[config.mk]
export PLATFORM = sky130hd
export DESIGN_NAME = tcpr_pin_router
export DESIGN_NICKNAME = d
export VERILOG_FILES = /design/src/tcpr_pkg.sv /design/src/tcpr_pin_router.sv
export SDC_FILE = /design/constraint.sdc
export NUM_CORES = 1
export LEC_CHECK = 0
export ABC_AREA = 1
export BUFFER_PORTS_ARGS = -buffer_cell sky130_fd_sc_hd__buf_2
export CAP_MARGIN = 25
export CORE_UTILIZATION = 41
export CTS_CLUSTER_DIAMETER = 80
export CTS_CLUSTER_SIZE = 12
export DETAILED_ROUTE_END_ITERATION = 16
export PLACE_DENSITY = 0.69
export SYNTH_ARGS = -nofsm -noshare
export SYNTH_HDL_FRONTEND = slang
export SYNTH_SLANG_ARGS = --single-unit
[constraint.sdc]
create_clock -name clk_sys_i -period 3.22 [get_ports clk_sys_i]
set_input_delay 0.161 -clock clk_sys_i [delete_from_list [all_inputs] [get_ports clk_sys_i]]
set_output_delay 0.161 -clock clk_sys_i [all_outputs]
set_load 0.005 [all_outputs]
[src/tcpr_pkg.sv]
// package: constants, types and helpers for the timer channel pin router
package tcpr_pkg;
   // bus geometry
   localparam int          TCPR_AW          = 8;
   localparam int          TCPR_DW          = 32;
   localparam int          TCPR_NCH         = 8;
   localparam int          TCPR_NALT        = 3;
   // register byte offsets
   localparam logic [7:0]  TCPR_SEL_LO_OFS  = 8'h00;
   localparam logic [7:0]  TCPR_SEL_HI_OFS  = 8'h04;
   // per-channel field layout; channel k of a register starts at k*stride
   localparam int          TCPR_CH_STRIDE   = 8;
   localparam int          TCPR_A_IN_LSB    = 0;
   localparam int          TCPR_A_OUT_LSB   = 2;
   localparam int          TCPR_B_IN_LSB    = 4;
   localparam int          TCPR_CH_PER_REG  = 4;
   // writable bits of both select registers; the rest are reserved
   localparam logic [31:0] TCPR_WR_MASK     = 32'h3F3C3F3C;
   localparam logic [31:0] TCPR_SEL_RST     = 32'h00000000;
   // field encodings
   localparam logic [1:0]  TCPR_OUT_NONE    = 2'h0;
   localparam logic [1:0]  TCPR_RESP_OKAY   = 2'h0;
   localparam logic [1:0]  TCPR_RESP_SLVERR = 2'h2;

   typedef enum logic [1:0] {
      TCPR_WR_IDLE = 2'b01,
      TCPR_WR_RESP = 2'b10
   } tcpr_wr_t;

   typedef enum logic [1:0] {
      TCPR_RD_IDLE = 2'b01,
      TCPR_RD_RESP = 2'b10
   } tcpr_rd_t;

   // input select: 00 and 01 both pick alternative pin 0
   function automatic logic [1:0] tcpr_in_idx(input logic [1:0] sel);
      tcpr_in_idx = (sel[1]) ? {1'b0, 1'b1} + {1'b0, sel[0]} : 2'h0;
   endfunction : tcpr_in_idx

   // output select: 00 drives nothing, 01..11 drive pins 0..2
   function automatic logic [2:0] tcpr_out_onehot(input logic [1:0] sel);
      case (sel)
         2'h1:    tcpr_out_onehot = 3'h1;
         2'h2:    tcpr_out_onehot = 3'h2;
         2'h3:    tcpr_out_onehot = 3'h4;
         default: tcpr_out_onehot = 3'h0;
      endcase
   endfunction : tcpr_out_onehot

   // byte-lane merge, reserved bits forced back to zero
   function automatic logic [31:0] tcpr_merge(input logic [31:0] old_v,
                                              input logic [31:0] new_v,
                                              input logic [3:0]  strb);
      logic [31:0] m;
      m = old_v;
      for (int b = 0; b < 4; b++) begin
         if (strb[b]) begin
            m[b*8 +: 8] = new_v[b*8 +: 8];
         end
      end
      tcpr_merge = m & TCPR_WR_MASK;
   endfunction : tcpr_merge
endpackage : tcpr_pkg

[src/tcpr_pin_router.sv]
// timer channel 8..15 pin router with its two select registers on AXI4-Lite
//
// How it works
// - ch9 A input select: 00/01 pin 0, 10 pin 1, 11 pin 2; resets 00.
// - ch8 B input select at bits 5:4 picks pin 0,0,1,2; resets 00.
// - ch8 A output select: 00 no pin (reset), 01..11 pins 0..2.
// - reserved bits always read zero; software writes zeros there.
// - even channels route A as output only; odd ones input or output.
// - B signals only come in from pins, never driven out.
// - odd channel with nonzero A output select ignores its A input select.
// - selected pins need analog off, peripheral function on; direction ignored.
// - an input pin carries back whatever another function drives on it.
// - select registers keep their contents across deep standby reset.
// - ch12..15 register field layout as per the fixed bit positions.
// - ch15 A output select: 00 none (reset), 01..11 pins 0..2.
// - ch15 A input select: 00/01 pin 0, 10 pin 1, 11 pin 2; resets 00.
// - ch13..15 B input selects pick pin 0,0,1,2; each resets 00.
// - ch14 A output select: 00 disabled (reset), 01..11 pins 0..2.
// - ch13 A output select: 00 disabled (reset), 01..11 pins 0..2.
// - reads return the last written value with no routing side effect.
// - ch13 A input select at bits 9:8 picks pin 0,0,1,2; resets 00.
// - ch12 B input select at bits 5:4 picks pin 0,0,1,2; resets 00.
// - ch12 A output select: 00 disabled (reset), 01..11 pins 0..2.
//
// Implementation choices: the register addresses and the AXI4-Lite slave port.
module tcpr_pin_router (
   input  logic                                        clk_sys_i,
   input  logic                                        resetn_i,
   input  logic                                        dstby_resetn_i,
   input  logic [tcpr_pkg::TCPR_AW-1:0]                s_axi_awaddr_i,
   input  logic                                        s_axi_awvalid_i,
   output logic                                        s_axi_awready_o,
   input  logic [tcpr_pkg::TCPR_DW-1:0]                s_axi_wdata_i,
   input  logic [3:0]                                  s_axi_wstrb_i,
   input  logic                                        s_axi_wvalid_i,
   output logic                                        s_axi_wready_o,
   output logic [1:0]                                  s_axi_bresp_o,
   output logic                                        s_axi_bvalid_o,
   input  logic                                        s_axi_bready_i,
   input  logic [tcpr_pkg::TCPR_AW-1:0]                s_axi_araddr_i,
   input  logic                                        s_axi_arvalid_i,
   output logic                                        s_axi_arready_o,
   output logic [tcpr_pkg::TCPR_DW-1:0]                s_axi_rdata_o,
   output logic [1:0]                                  s_axi_rresp_o,
   output logic                                        s_axi_rvalid_o,
   input  logic                                        s_axi_rready_i,
   input  logic [tcpr_pkg::TCPR_NCH-1:0]               tmr_a_out_i,
   output logic [tcpr_pkg::TCPR_NCH-1:0]               tmr_a_in_o,
   output logic [tcpr_pkg::TCPR_NCH-1:0]               tmr_b_in_o,
   input  logic [tcpr_pkg::TCPR_NCH-1:0][2:0]          pin_a_i,
   output logic [tcpr_pkg::TCPR_NCH-1:0][2:0]          pin_a_o,
   output logic [tcpr_pkg::TCPR_NCH-1:0][2:0]          pin_a_oe_n_o,
   input  logic [tcpr_pkg::TCPR_NCH-1:0][2:0]          pin_b_i
);
   import tcpr_pkg::*;

   typedef struct packed {
      logic [31:0]         sel_lo;
      logic [31:0]         sel_hi;
      tcpr_wr_t            wr_st;
      tcpr_rd_t            rd_st;
      logic                aw_got;
      logic                w_got;
      logic [TCPR_AW-1:0]  aw_addr;
      logic [31:0]         w_data;
      logic [3:0]          w_strb;
      logic                awready;
      logic                wready;
      logic                bvalid;
      logic [1:0]          bresp;
      logic                arready;
      logic                rvalid;
      logic [1:0]          rresp;
      logic [31:0]         rdata;
      logic [7:0][2:0]     pin_a;
      logic [7:0][2:0]     pin_oe_n;
      logic [7:0]          tmr_a_in;
      logic [7:0]          tmr_b_in;
   } tcpr_state_t;

   localparam tcpr_state_t TCPR_RST = '{
      sel_lo:   TCPR_SEL_RST,
      sel_hi:   TCPR_SEL_RST,
      wr_st:    TCPR_WR_IDLE,
      rd_st:    TCPR_RD_IDLE,
      aw_got:   1'b0,
      w_got:    1'b0,
      aw_addr:  '0,
      w_data:   '0,
      w_strb:   '0,
      awready:  1'b1,
      wready:   1'b1,
      bvalid:   1'b0,
      bresp:    TCPR_RESP_OKAY,
      arready:  1'b1,
      rvalid:   1'b0,
      rresp:    TCPR_RESP_OKAY,
      rdata:    '0,
      pin_a:    '0,
      pin_oe_n: '1,
      tmr_a_in: '0,
      tmr_b_in: '0
   };

   tcpr_state_t q;
   tcpr_state_t next_q;

   always_comb begin
      logic [31:0] sel;
      logic [1:0]  a_out;
      logic [1:0]  a_in;
      logic [1:0]  b_in;
      logic [2:0]  oh;
      int          base;
      sel    = '0;
      a_out  = '0;
      a_in   = '0;
      b_in   = '0;
      oh     = '0;
      base   = 0;
      next_q = q;

      // write path: address and data may arrive in either order
      case (q.wr_st)
         TCPR_WR_IDLE: begin
            if (s_axi_awvalid_i && q.awready) begin
               next_q.aw_got  = 1'b1;
               next_q.aw_addr = s_axi_awaddr_i;
               next_q.awready = 1'b0;
            end
            if (s_axi_wvalid_i && q.wready) begin
               next_q.w_got  = 1'b1;
               next_q.w_data = s_axi_wdata_i;
               next_q.w_strb = s_axi_wstrb_i;
               next_q.wready = 1'b0;
            end
            if (q.aw_got && q.w_got) begin
               next_q.bresp = TCPR_RESP_OKAY;
               case (q.aw_addr)
                  TCPR_SEL_LO_OFS: begin
                     next_q.sel_lo = tcpr_merge(q.sel_lo, q.w_data, q.w_strb);
                  end
                  TCPR_SEL_HI_OFS: begin
                     next_q.sel_hi = tcpr_merge(q.sel_hi, q.w_data, q.w_strb);
                  end
                  default: begin
                     next_q.bresp = TCPR_RESP_SLVERR;
                  end
               endcase
               next_q.aw_got = 1'b0;
               next_q.w_got  = 1'b0;
               next_q.bvalid = 1'b1;
               next_q.wr_st  = TCPR_WR_RESP;
            end
         end
         TCPR_WR_RESP: begin
            if (s_axi_bready_i) begin
               next_q.bvalid  = 1'b0;
               next_q.awready = 1'b1;
               next_q.wready  = 1'b1;
               next_q.wr_st   = TCPR_WR_IDLE;
            end
         end
         default: begin
            next_q.wr_st = TCPR_WR_IDLE;
         end
      endcase

      // read path: plain register read, nothing else moves
      case (q.rd_st)
         TCPR_RD_IDLE: begin
            if (s_axi_arvalid_i && q.arready) begin
               next_q.arready = 1'b0;
               next_q.rvalid  = 1'b1;
               next_q.rd_st   = TCPR_RD_RESP;
               next_q.rresp   = TCPR_RESP_OKAY;
               case (s_axi_araddr_i)
                  TCPR_SEL_LO_OFS: next_q.rdata = q.sel_lo;
                  TCPR_SEL_HI_OFS: next_q.rdata = q.sel_hi;
                  default: begin
                     next_q.rdata = '0;
                     next_q.rresp = TCPR_RESP_SLVERR;
                  end
               endcase
            end
         end
         TCPR_RD_RESP: begin
            if (s_axi_rready_i) begin
               next_q.rvalid  = 1'b0;
               next_q.arready = 1'b1;
               next_q.rd_st   = TCPR_RD_IDLE;
            end
         end
         default: begin
            next_q.rd_st = TCPR_RD_IDLE;
         end
      endcase

      // routing uses the settled registers, so a write shows one cycle later
      for (int i = 0; i < TCPR_NCH; i++) begin
         sel   = (i < TCPR_CH_PER_REG) ? q.sel_lo : q.sel_hi;
         base  = (i % TCPR_CH_PER_REG) * TCPR_CH_STRIDE;
         a_out = sel[base + TCPR_A_OUT_LSB +: 2];
         a_in  = sel[base + TCPR_A_IN_LSB +: 2];
         b_in  = sel[base + TCPR_B_IN_LSB +: 2];
         oh    = tcpr_out_onehot(a_out);
         // pin direction comes from the select alone
         next_q.pin_a[i]    = oh & {3{tmr_a_out_i[i]}};
         next_q.pin_oe_n[i] = ~oh;
         // B pins feed the timer only; there is no B drive path at all
         next_q.tmr_b_in[i] = pin_b_i[i][tcpr_in_idx(b_in)];
         // pin level is passed as seen, so a shared driver loops back
         if ((i % 2 == 1) && (a_out == TCPR_OUT_NONE)) begin
            next_q.tmr_a_in[i] = pin_a_i[i][tcpr_in_idx(a_in)];
         end else begin
            next_q.tmr_a_in[i] = 1'b0;
         end
      end

      // deep standby reset clears the bus side but leaves the selects
      if (!dstby_resetn_i) begin
         next_q        = TCPR_RST;
         next_q.sel_lo = q.sel_lo;
         next_q.sel_hi = q.sel_hi;
      end
   end

   always_ff @(posedge clk_sys_i) begin
      if (!resetn_i) begin
         q <= TCPR_RST;
      end else begin
         q <= next_q;
      end
   end

   assign s_axi_awready_o = q.awready;
   assign s_axi_wready_o  = q.wready;
   assign s_axi_bvalid_o  = q.bvalid;
   assign s_axi_bresp_o   = q.bresp;
   assign s_axi_arready_o = q.arready;
   assign s_axi_rvalid_o  = q.rvalid;
   assign s_axi_rresp_o   = q.rresp;
   assign s_axi_rdata_o   = q.rdata;
   assign pin_a_o         = q.pin_a;
   assign pin_a_oe_n_o    = q.pin_oe_n;
   assign tmr_a_in_o      = q.tmr_a_in;
   assign tmr_b_in_o      = q.tmr_b_in;
endmodule : tcpr_pin_router

# After elaboration in Yosys (flattened, before gate mapping)
# Cells that the tools add are included.
[word_totals]
regBits = 193
wordCells = 226
output_inout_bits = 105
in_bits = 116
[classes]
mux = 64
addsub = 12
n_eq_ne = 36
bitwise = 16
magnitude_cmp = 12
reduce_logical = 41
[ops]
columns = ["operator", "n"]
rows = [
  ["one-hot mux 3 bit (3 select lines)", 8],
  ["one-hot mux 30 bit (2 select lines)", 1],
  ["two-way mux 2 bit", 20],
  ["AND reduction 5 bit", 8],
  ["== test 2 bit, second input constant", 18],
  ["less-than comparator 2 x 3 -> 1 bit, second input constant", 12],
  ["two-way mux 36 bit", 1],
  ["adder 1 x 1 -> 2 bit, first input constant", 12],
  ["bitwise AND 3 bit", 8],
  ["binary-select mux 1 bit (select 2 bit)", 12],
  ["NOT 3 bit", 8],
  ["AND reduction 3 bit", 8],
  ["== test 2 x 1 -> 1 bit, second input constant", 10],
  ["AND reduction 2 bit", 9],
  ["== test 8 x 3 -> 1 bit, second input constant", 2],
  ["zero test 8 bit", 2],
  ["two-way mux 1 bit", 16],
  ["!= test 2 bit, second input constant", 6],
  ["one-hot mux 2 bit (2 select lines)", 3],
  ["zero test 2 bit", 4],
  ["nonzero test 2 bit", 4],
  ["two-way mux 3 bit", 2],
  ["one-hot mux 3 bit (2 select lines)", 1],
  ["logical AND 1 bit", 4],
  ["OR reduction 2 bit", 2],
]

# Depth between registers and ports, before layout
# Gate-level depths: netlist of run 1.
[logic_depth]
word_depth = 5
mapped_depth = 9
mapped_depth_nobuf = 8

# Worst setup path after synthesis of run 1
# No wires, ideal clock.
[synth_timing]
kind = "reg2reg"
from = "register q[154] (netlist bit)"
to = "register q[119] (netlist bit)"
t_required_ns = 3.101
slack_ns = 2.043
stages_incl_launch_ff = 9
arrival_ns = 1.058
period_less_slack_ns = 1.177
n_path_buf = 2
setup_time_ns = 0.119
cell_sequence = "dfxtp_1 inv_1 nand2_2 inv_1 nand3_2 clkbuf_8 buf_8 o21ai_0 a21oi_1"
[synth_via]
elab_chain_len = 2
[synth_lines]
columns = ["element", "line_no", "text"]
rows = [
  ["from (decl)", "tcpr_pin_router.sv:105", "tcpr_state_t q;"],
  ["from (signal assigned)", "tcpr_pin_router.sv:232", "q <= next_q;"],
  ["== test 2 x 1 -> 1 bit", "tcpr_pin_router.sv:124", "case (q.wr_st)"],
  ["AND reduction 2 bit (no line)", "-", ""],
]
# Every way passes these cells.
# A chain may end at the register's enable or synchronous reset.

# Worst setup path in the final report of run 1
[layout_timing]
from = "register q[154] (netlist bit)"
to = "register q[149] (netlist bit)"
# The elaborated chain is that of the path after synthesis.

==> impl_results.md, run 1 <==
- P_leak: 3.881 nW
- Min cycle time layout: 1.856 ns
- RSZ-0062 raised after global routing: false
- DR iter-0 viols: 277
- Max-cap violations: 0
- Synth Area in XOR/XNOR: 0%
- First-pass GRT wire length: 25740 um
- Tightest Pin Transition: 0.7634 ns
- Worst Path Required: 3.58 ns
- Pin count of the biggest net entering global routing: 48
- Max VDD drop: 430.3 uV
- Clock sinks: 165
- Initial antenna violation count: 4
- CTS Root Cell: clkbuf_16
- Fin. max-slew vios: 0
- Top-area cell type share of the netlist area: 46.69%
- Horiz. Die Dim: 133.4 um
- Setup crit end kind: flop
- Critical Path Start Type: flop
- Tcrit/Tclk final: 57.64%
- R2R Setup Slk: 1.36 ns
- Worst R2R Path Depth: 7
- Vias: 5770
- Sequential share of the synthesized area: 46.69%
- DP Worst Slack: 1.365 ns
- Num CTS Buffers: 17
- Crit path depth: 7
- Final setup vio count: 0
- Min-delay worst type: primary input to flop
- Kind of critical path: flop to flop
- Mux contribution to synthesized area: 0%
- Clock Tree Buf Depth: 2
- CP delay by family, top: simple AND/OR/NAND/NOR gates
- Initial Util: 42.36%
- Dominant cells by area after synthesis: dfxtp_1 47%, buf_4 11%, nor2_1 8.9%, nand3_1 7.2%, nand2_1 7.0%
- Max Fclk: 0.5388 GHz
- Slowest cell on crit path: nand3_2
- Area share of and/or/nand/nor cells after synthesis: 25.19%
- Setup ws final: 1.364 ns
- Pre-antenna DRT Iters: 5
- Grt total ovfl: 0
- Vias in the first global route: 5328
- DIE AREA: 17780 sq um
- Placed wire-length estimate: 11280 um
- Arr. time, crit path: 2.22 ns
- Hold Crit Depth: 3
- Area delta synth->final: 17.40%
- RePlAce Congestion: 0.8037
- Final #Nets: 1170
- Crit path buf inv count: 3
- Relative slew slack: 49.05%
- CP Max Fanout: 47
- Worst-Skew Late Latency: 0.43 ns
- CP max stage delay: 0.58 ns
- Leading area contributor after synthesis: dfxtp_1
- DRC: 0
- Post-CTS Setup Inserts: 0
- Die Ht: 133.4 um
- Sum Neg Setup Slack: 0 ns
- Fill count: 1683
- Post-synthesis adder-cell area fraction: 0%
- Warnings, synthesis: 0
- Final count of hold timing violations: 0
- Ports: 221
- Worst-path clk slew: 0.07 ns
- Post-Syn Area: 7074 sq um
- Netlist cell types: 30
- CTS tree: yes
- Synth Register Bits: 165
- P per Cell Area: 527.3 nW/um^2
- Cells after synthesis: 934
- Mean Syn Cell Area: 7.574 sq um
- All-layer global routing usage: 18.57%
- Status: completed
- Vias/cell: 4.480
- # H-tree levels: 4
- Most frequent CP cell: inv_1
- Share of post-route cells with drive strength above 1: 22.02%
- # port buffers: 178
- Routed wire length: 16090 um
- Largest family of logic cells by synthesized area: simple AND/OR/NAND/NOR gates
- Complex-gate fraction of the synthesized area: 8.454%
- Row Count: 47
- Core region area: 16700 sq um
- DR WL/cell: 12.49 um
- Remaining antenna violation count: 0
- Cells along the critical path: inv_1 > nand2_2 > inv_1 > nand3_2 > inv_1 > nand2_1 > a21oi_1
- Clock skew: 0.008673 ns
[where the power goes]
group	leakage (nW)	total (mW)	internal (mW)	switching (mW)
combinational	2.27	0.357	0.146	0.211
sequential	1.34	2.10	2.08	0.0166
clock	0.271	1.92	1.11	0.814
[through the flow]
step,total power [mW],util (%),area (sq um),instances,hold slack (ns)
floorplan,2.392,-,7138,951,0.3126
global placement,2.461,44.01,7350,1216,0.4120
detailed placement,2.465,44.01,7350,1216,0.4112
CTS,4.425,49.72,8303,1287,0.001285
global route,4.562,49.73,8305,1288,0.004703
finish,4.379,49.73,8305,1288,0.01435
[worst reg2reg max path, cell delays in order (launching register included)]
cell	delay [ns]
dfxtp_1	0.32
inv_1	0.08
nand2_2	0.10
inv_1	0.10
nand3_2	0.58
inv_1	0.39
nand2_1	0.08
a21oi_1	0.13
[cells in the final DEF (no fill, tap or decap), drive strengths merged]
master         n
a21oi         50
a31oi         12
buf          186
bufinv         1
clkbuf        22
clkinv         5
clkinvlp       2
conb          18
dfxtp        165
diode          1
dlygate4sd3   39
inv           98
nand2        139
nand3        103
nand3b         1
nand4          1
nor2         172
nor3           1
o211ai         5
o21ai         47
[what timing repair did]
item                      4_1_cts  5_1_grt
hold endpoints to repair       45        0
resized for setup               0        0
hold buffers                   39        0
[kinds of logic after synthesis]
logic type	after synthesis
DFF	165
AOI/OAI and AO/OA	114
other	1
and+or+nand+nor	417
buffers and inverters	237
[cells in the mapped netlist, drive strengths merged]
master,number
nor3,1
clkbuf,6
a31oi,12
nor2,172
a21oi,50
buf,135
inv,96
o211ai,5
nand2,139
nand4,1
conb,1
nand3,103
nand3b,1
dfxtp,165
o21ai,47
[registers in the layout (all words and copies together), names as in the netlist]
register / flops
s_axi_rresp_o: 1
pin_a_o: 24
s_axi_rdata_o: 20
s_axi_wready_o: 1
tmr_a_in_o: 4
s_axi_bvalid_o: 1
s_axi_bresp_o: 1
q: 78
s_axi_rvalid_o: 1
s_axi_arready_o: 1
tmr_b_in_o: 8
pin_a_oe_n_o: 24
s_axi_awready_o: 1
[layout make-up]
type | instances | area, sq um | area share, %
Antenna cell | 1 | 2.502 | 0.03013
Tap cell | 220 | 275.3 | 3.314
Clock inverter | 10 | 98.84 | 1.190
Clock buffer | 22 | 464.2 | 5.589
Sequential cell | 165 | 3303 | 39.77
Timing Repair Buffer | 225 | 1341 | 16.15
Multi-Input combinational cell | 549 | 2450 | 29.50
Inverter | 96 | 370.4 | 4.459
[metal layers]
metal / vias to the layer above / global-route usage, % / wire [um]
li1: 3049 / - / -
met1: 2523 / 24.16 / 7700
met2: 176 / 28.59 / 7054
met3: 20 / 5.251 / 1028
met4: 2 / 8.207 / 295
met5: - / 0 / 13
[worst paths after layout]
path / startpoint / end
max: q[154] / q[149]
min: s_axi_wdata_i[18] / q[127]
max reg2reg: q[154] / q[149]
min reg2reg: q[119] / q[119]
No activity file was read; power rests on OpenSTA's default activity.
==> run 2: changes to the inputs <==
- ABC_AREA: 1 -> 0
- PLACE_DENSITY: 0.69 -> 0.7
- clock period: 3.22 -> 1.79 ns (I/O delays scaled with it)
==> run 2 against run 1 <==
Global-route usage is essentially flat. Clock-buffer cell count shrank 1. Design area shrank 1.9%. Sequential share of layout area grew 0.79 points. Wire length shrank 6.5%. Clock power grew 81%. Cell count shrank 17%. Via count shrank 13%. Synthesized cell count shrank 25%. Sequential power grew 78%.
==> impl_results.md, run 2 <==
- Area delta synth->final: 23.53%
- Ports: 221 (unchanged)
- Most frequent cells in the layout: 178 x buf_2, 165 x dfxtp_1, 136 x nand2_1, 72 x mux2i_1, 52 x dlygate4sd3_1
- Horiz. Die Dim: 128.8 um (-3.4%)
- Post-Syn Area: 6593 sq um (-6.8%)
- Final setup vio count: 0 (unchanged)
- Placed cell count: 990 (-19%)
- Area after DPL: 7061 sq um (-3.9%)
- Kind of critical path: flop to flop
- Warnings, synthesis: 0 (unchanged)
- CTS tree: yes
- Tcrit/Tclk final: 83.36% (+26 points)
- Num CTS Buffers: 17 (unchanged)
- RSZ-0062 raised after global routing: false
- Dominant cells by area after synthesis: dfxtp_1 50%, buf_4 11%, mux2i_1 11%, nand2_1 7.8%, a21oi_1 3.2%
- All-layer global routing usage: 18.53% (-0.033 points)
- Top-area cell type share of the netlist area: 50.10% (+3.4 points)
- Sum Neg Setup Slack: 0 ns (unchanged)
- Synth Register Bits: 165 (unchanged)
- # port buffers: 178 (unchanged)
- # H-tree levels: 4 (unchanged)
- Final count of hold timing violations: 0 (unchanged)
- Min cycle time layout: 1.492 ns (-0.3639 ns)
- Post-synth EDFFs: 0 (unchanged)
- Pre-antenna DRT Iters: 5 (unchanged)
- Initial Util: 42.73% (+0.37 points)
- Arr. time, crit path: 1.79 ns (-0.43 ns)
- Fin. max-slew vios: 0 (unchanged)
- Share of post-route cells with drive strength above 1: 26.83% (+4.8 points)
- Synth top cells by count: 165 x dfxtp_1, 137 x nand2_1, 100 x buf_4
- Grt total ovfl: 0 (unchanged)
- Critical Path Start Type: flop
- Vias: 4995 (-13%)
- Max VDD drop: 696.0 uV (+62%)
- Vias in the first global route: 4625 (-13%)
- DR WL/cell: 14.00 um (+12%)
- DIE AREA: 16590 sq um (-6.7%)
- Clock skew: 0.007455 ns (-0.001218 ns)
- Initial antenna violation count: 2 (-2)
- Post-Layout Inst Area: 8144 sq um (-1.9%)
- Synth async-reset ratio: 0% (unchanged)
- Max Fclk: 0.6702 GHz (+24%)
- Commonest non-fill, non-tap cell in the layout: buf_2
- Vias/cell: 4.651 (+3.8%)
- Routed wire length: 15040 um (-6.5%)
- P_leak: 3.866 nW (-0.37%)
- Netlist cell types: 31 (+3.3%)
- Row Count: 45 (-4.3%)
- Worst-path clk slew: 0.06 ns (about the same)
- Max-cap violations: 0 (unchanged)
- Mean Syn Cell Area: 9.431 sq um (+25%)
- Worst Path Required: 2.09 ns (-1.49 ns)
- Clock sinks: 165 (unchanged)
- Prevailing post-synth register cell: dfxtp_1
- Max reg flops: 78 (unchanged)
- Count leader, synth: dfxtp_1
- Sequential share of the synthesized area: 50.10% (+3.4 points)
- Final #Nets: 966 (-17%)
- P per Cell Area: 947.3 nW/um^2 (+80%)
- Pin count of the biggest net entering global routing: 31 (-35%)
- DRC: 0 (unchanged)
- Final non-filler cell total: 1074 (-17%)
- Worst-Skew Late Latency: 0.42 ns (about the same)
- Clock Tree Buf Depth: 2 (unchanged)
- Min-delay worst type: primary input to flop
- Setup crit end kind: flop
- Leading area contributor after synthesis: dfxtp_1
- Cells after synthesis: 699 (-25%)
- Final hold slack: 0.01887 ns (+0.004516 ns)
- Status: completed
- Placed wire-length estimate: 10520 um (-6.7%)
- First-pass GRT wire length: 23380 um (-9.2%)
- RePlAce Congestion: 0.7589 (-5.6%)
- Die Ht: 128.8 um (-3.4%)
- CP Max Fanout: 11 (-77%)
- Remaining antenna violation count: 0 (unchanged)
- Fill count: 1434 (-15%)
- DR iter-0 viols: 163 (-41%)
- Core region area: 15430 sq um (-7.6%)
- CTS Root Cell: clkbuf_16
- Biggest register: q
[run 2: changes by cell type in the layout (fill, tap and decap cells not counted), sizes merged, moves of 9 or more]
cell,previous run,this run
a31oi,12,0
and3,0,11
and3b,0,9
dlygate4sd3,39,52
inv,98,11
mux2i,0,72
nand3,103,10
nand3b,1,11
nor2,172,40
o21ai,47,6
o2bb2ai,0,20
[run 2: cell families (layout without fill, tap and decap cells)]
kind of cell / count (synthesis) / after routing / synth area share, %
buffers and inverters: 142 / 287 / 13.91
AO/OA/AOI/OAI: 77 / 77 / 7.345
AND/OR/NAND/NOR: 242 / 242 / 17.65
flip-flops: 165 / 165 / 50.10
other: 1 / 20 / 0.05688
multiplexers: 72 / 72 / 10.93
[run 2: power by group]
group	total (mW)	leakage (nW)	internal (mW)	switching, mW
Combinational	0.501	2.27	0.242	0.259
Sequential	3.74	1.34	3.72	0.0262
Clock	3.47	0.265	2.07	1.40
Total	7.72	3.87	6.03	1.69
[run 2: timing repair]
item	in CTS	in global routing
hold endpoints to repair	64	0
setup endpoints to repair	0	2
gates resized for setup	0	1
hold buffers	52	0
setup buffers	0	0
[run 2: metal layers]
| layer | share of wire (%) | track usage (%) |
|---|---|---|
| met4 | 1.4 | 6.644 |
| met2 | 47 | 30.05 |
| met5 | 0 | 0 |
| met3 | 5.4 | 5.281 |
| met1 | 46 | 23.50 |
[run 2: worst paths after layout]
path	end	slack [ns]	cells after the start	start
worst max-delay path	q[164]	0.30	3	q[154]
worst min-delay path	tmr_b_in_o[3]	0.02	3	pin_b_i[10]
worst max register to register	q[164]	0.30	3	q[154]
worst min register to register	q[137]	0.46	2	q[137]
[run 2: final cells by class]
cell class	instances	area, sq um	share of cell area [%]
clock inverter	9	106.4	1.306
multi-input combinational	409	2442	29.99
clock buffer	21	450.4	5.531
inverter	11	41.29	0.5070
sequential	165	3303	40.56
timing repair buffer	246	1531	18.80
tap	211	264.0	3.242
antenna	2	5.005	0.06145
[run 2: stage by stage]
step | power [mW] | setup slack [ns] | util [%]
3_3_place_gp | 4.230 | 0.1846 | 45.77
3_5_place_dp | 4.235 | 0.1249 | 45.77
6_report | 7.715 | 0.2979 | 52.79
5_1_grt | 8.029 | 0.1835 | 52.79
2_1_floorplan | 4.077 | 0.3698 | -
4_1_cts | 7.784 | 0.1179 | 52.75
[run 2: critical path, stage by stage (launching register included)]
cell     delay (ns)
dfxtp_1        0.36
and4b_2        0.48
nand4_2        0.33
mux2i_1        0.20
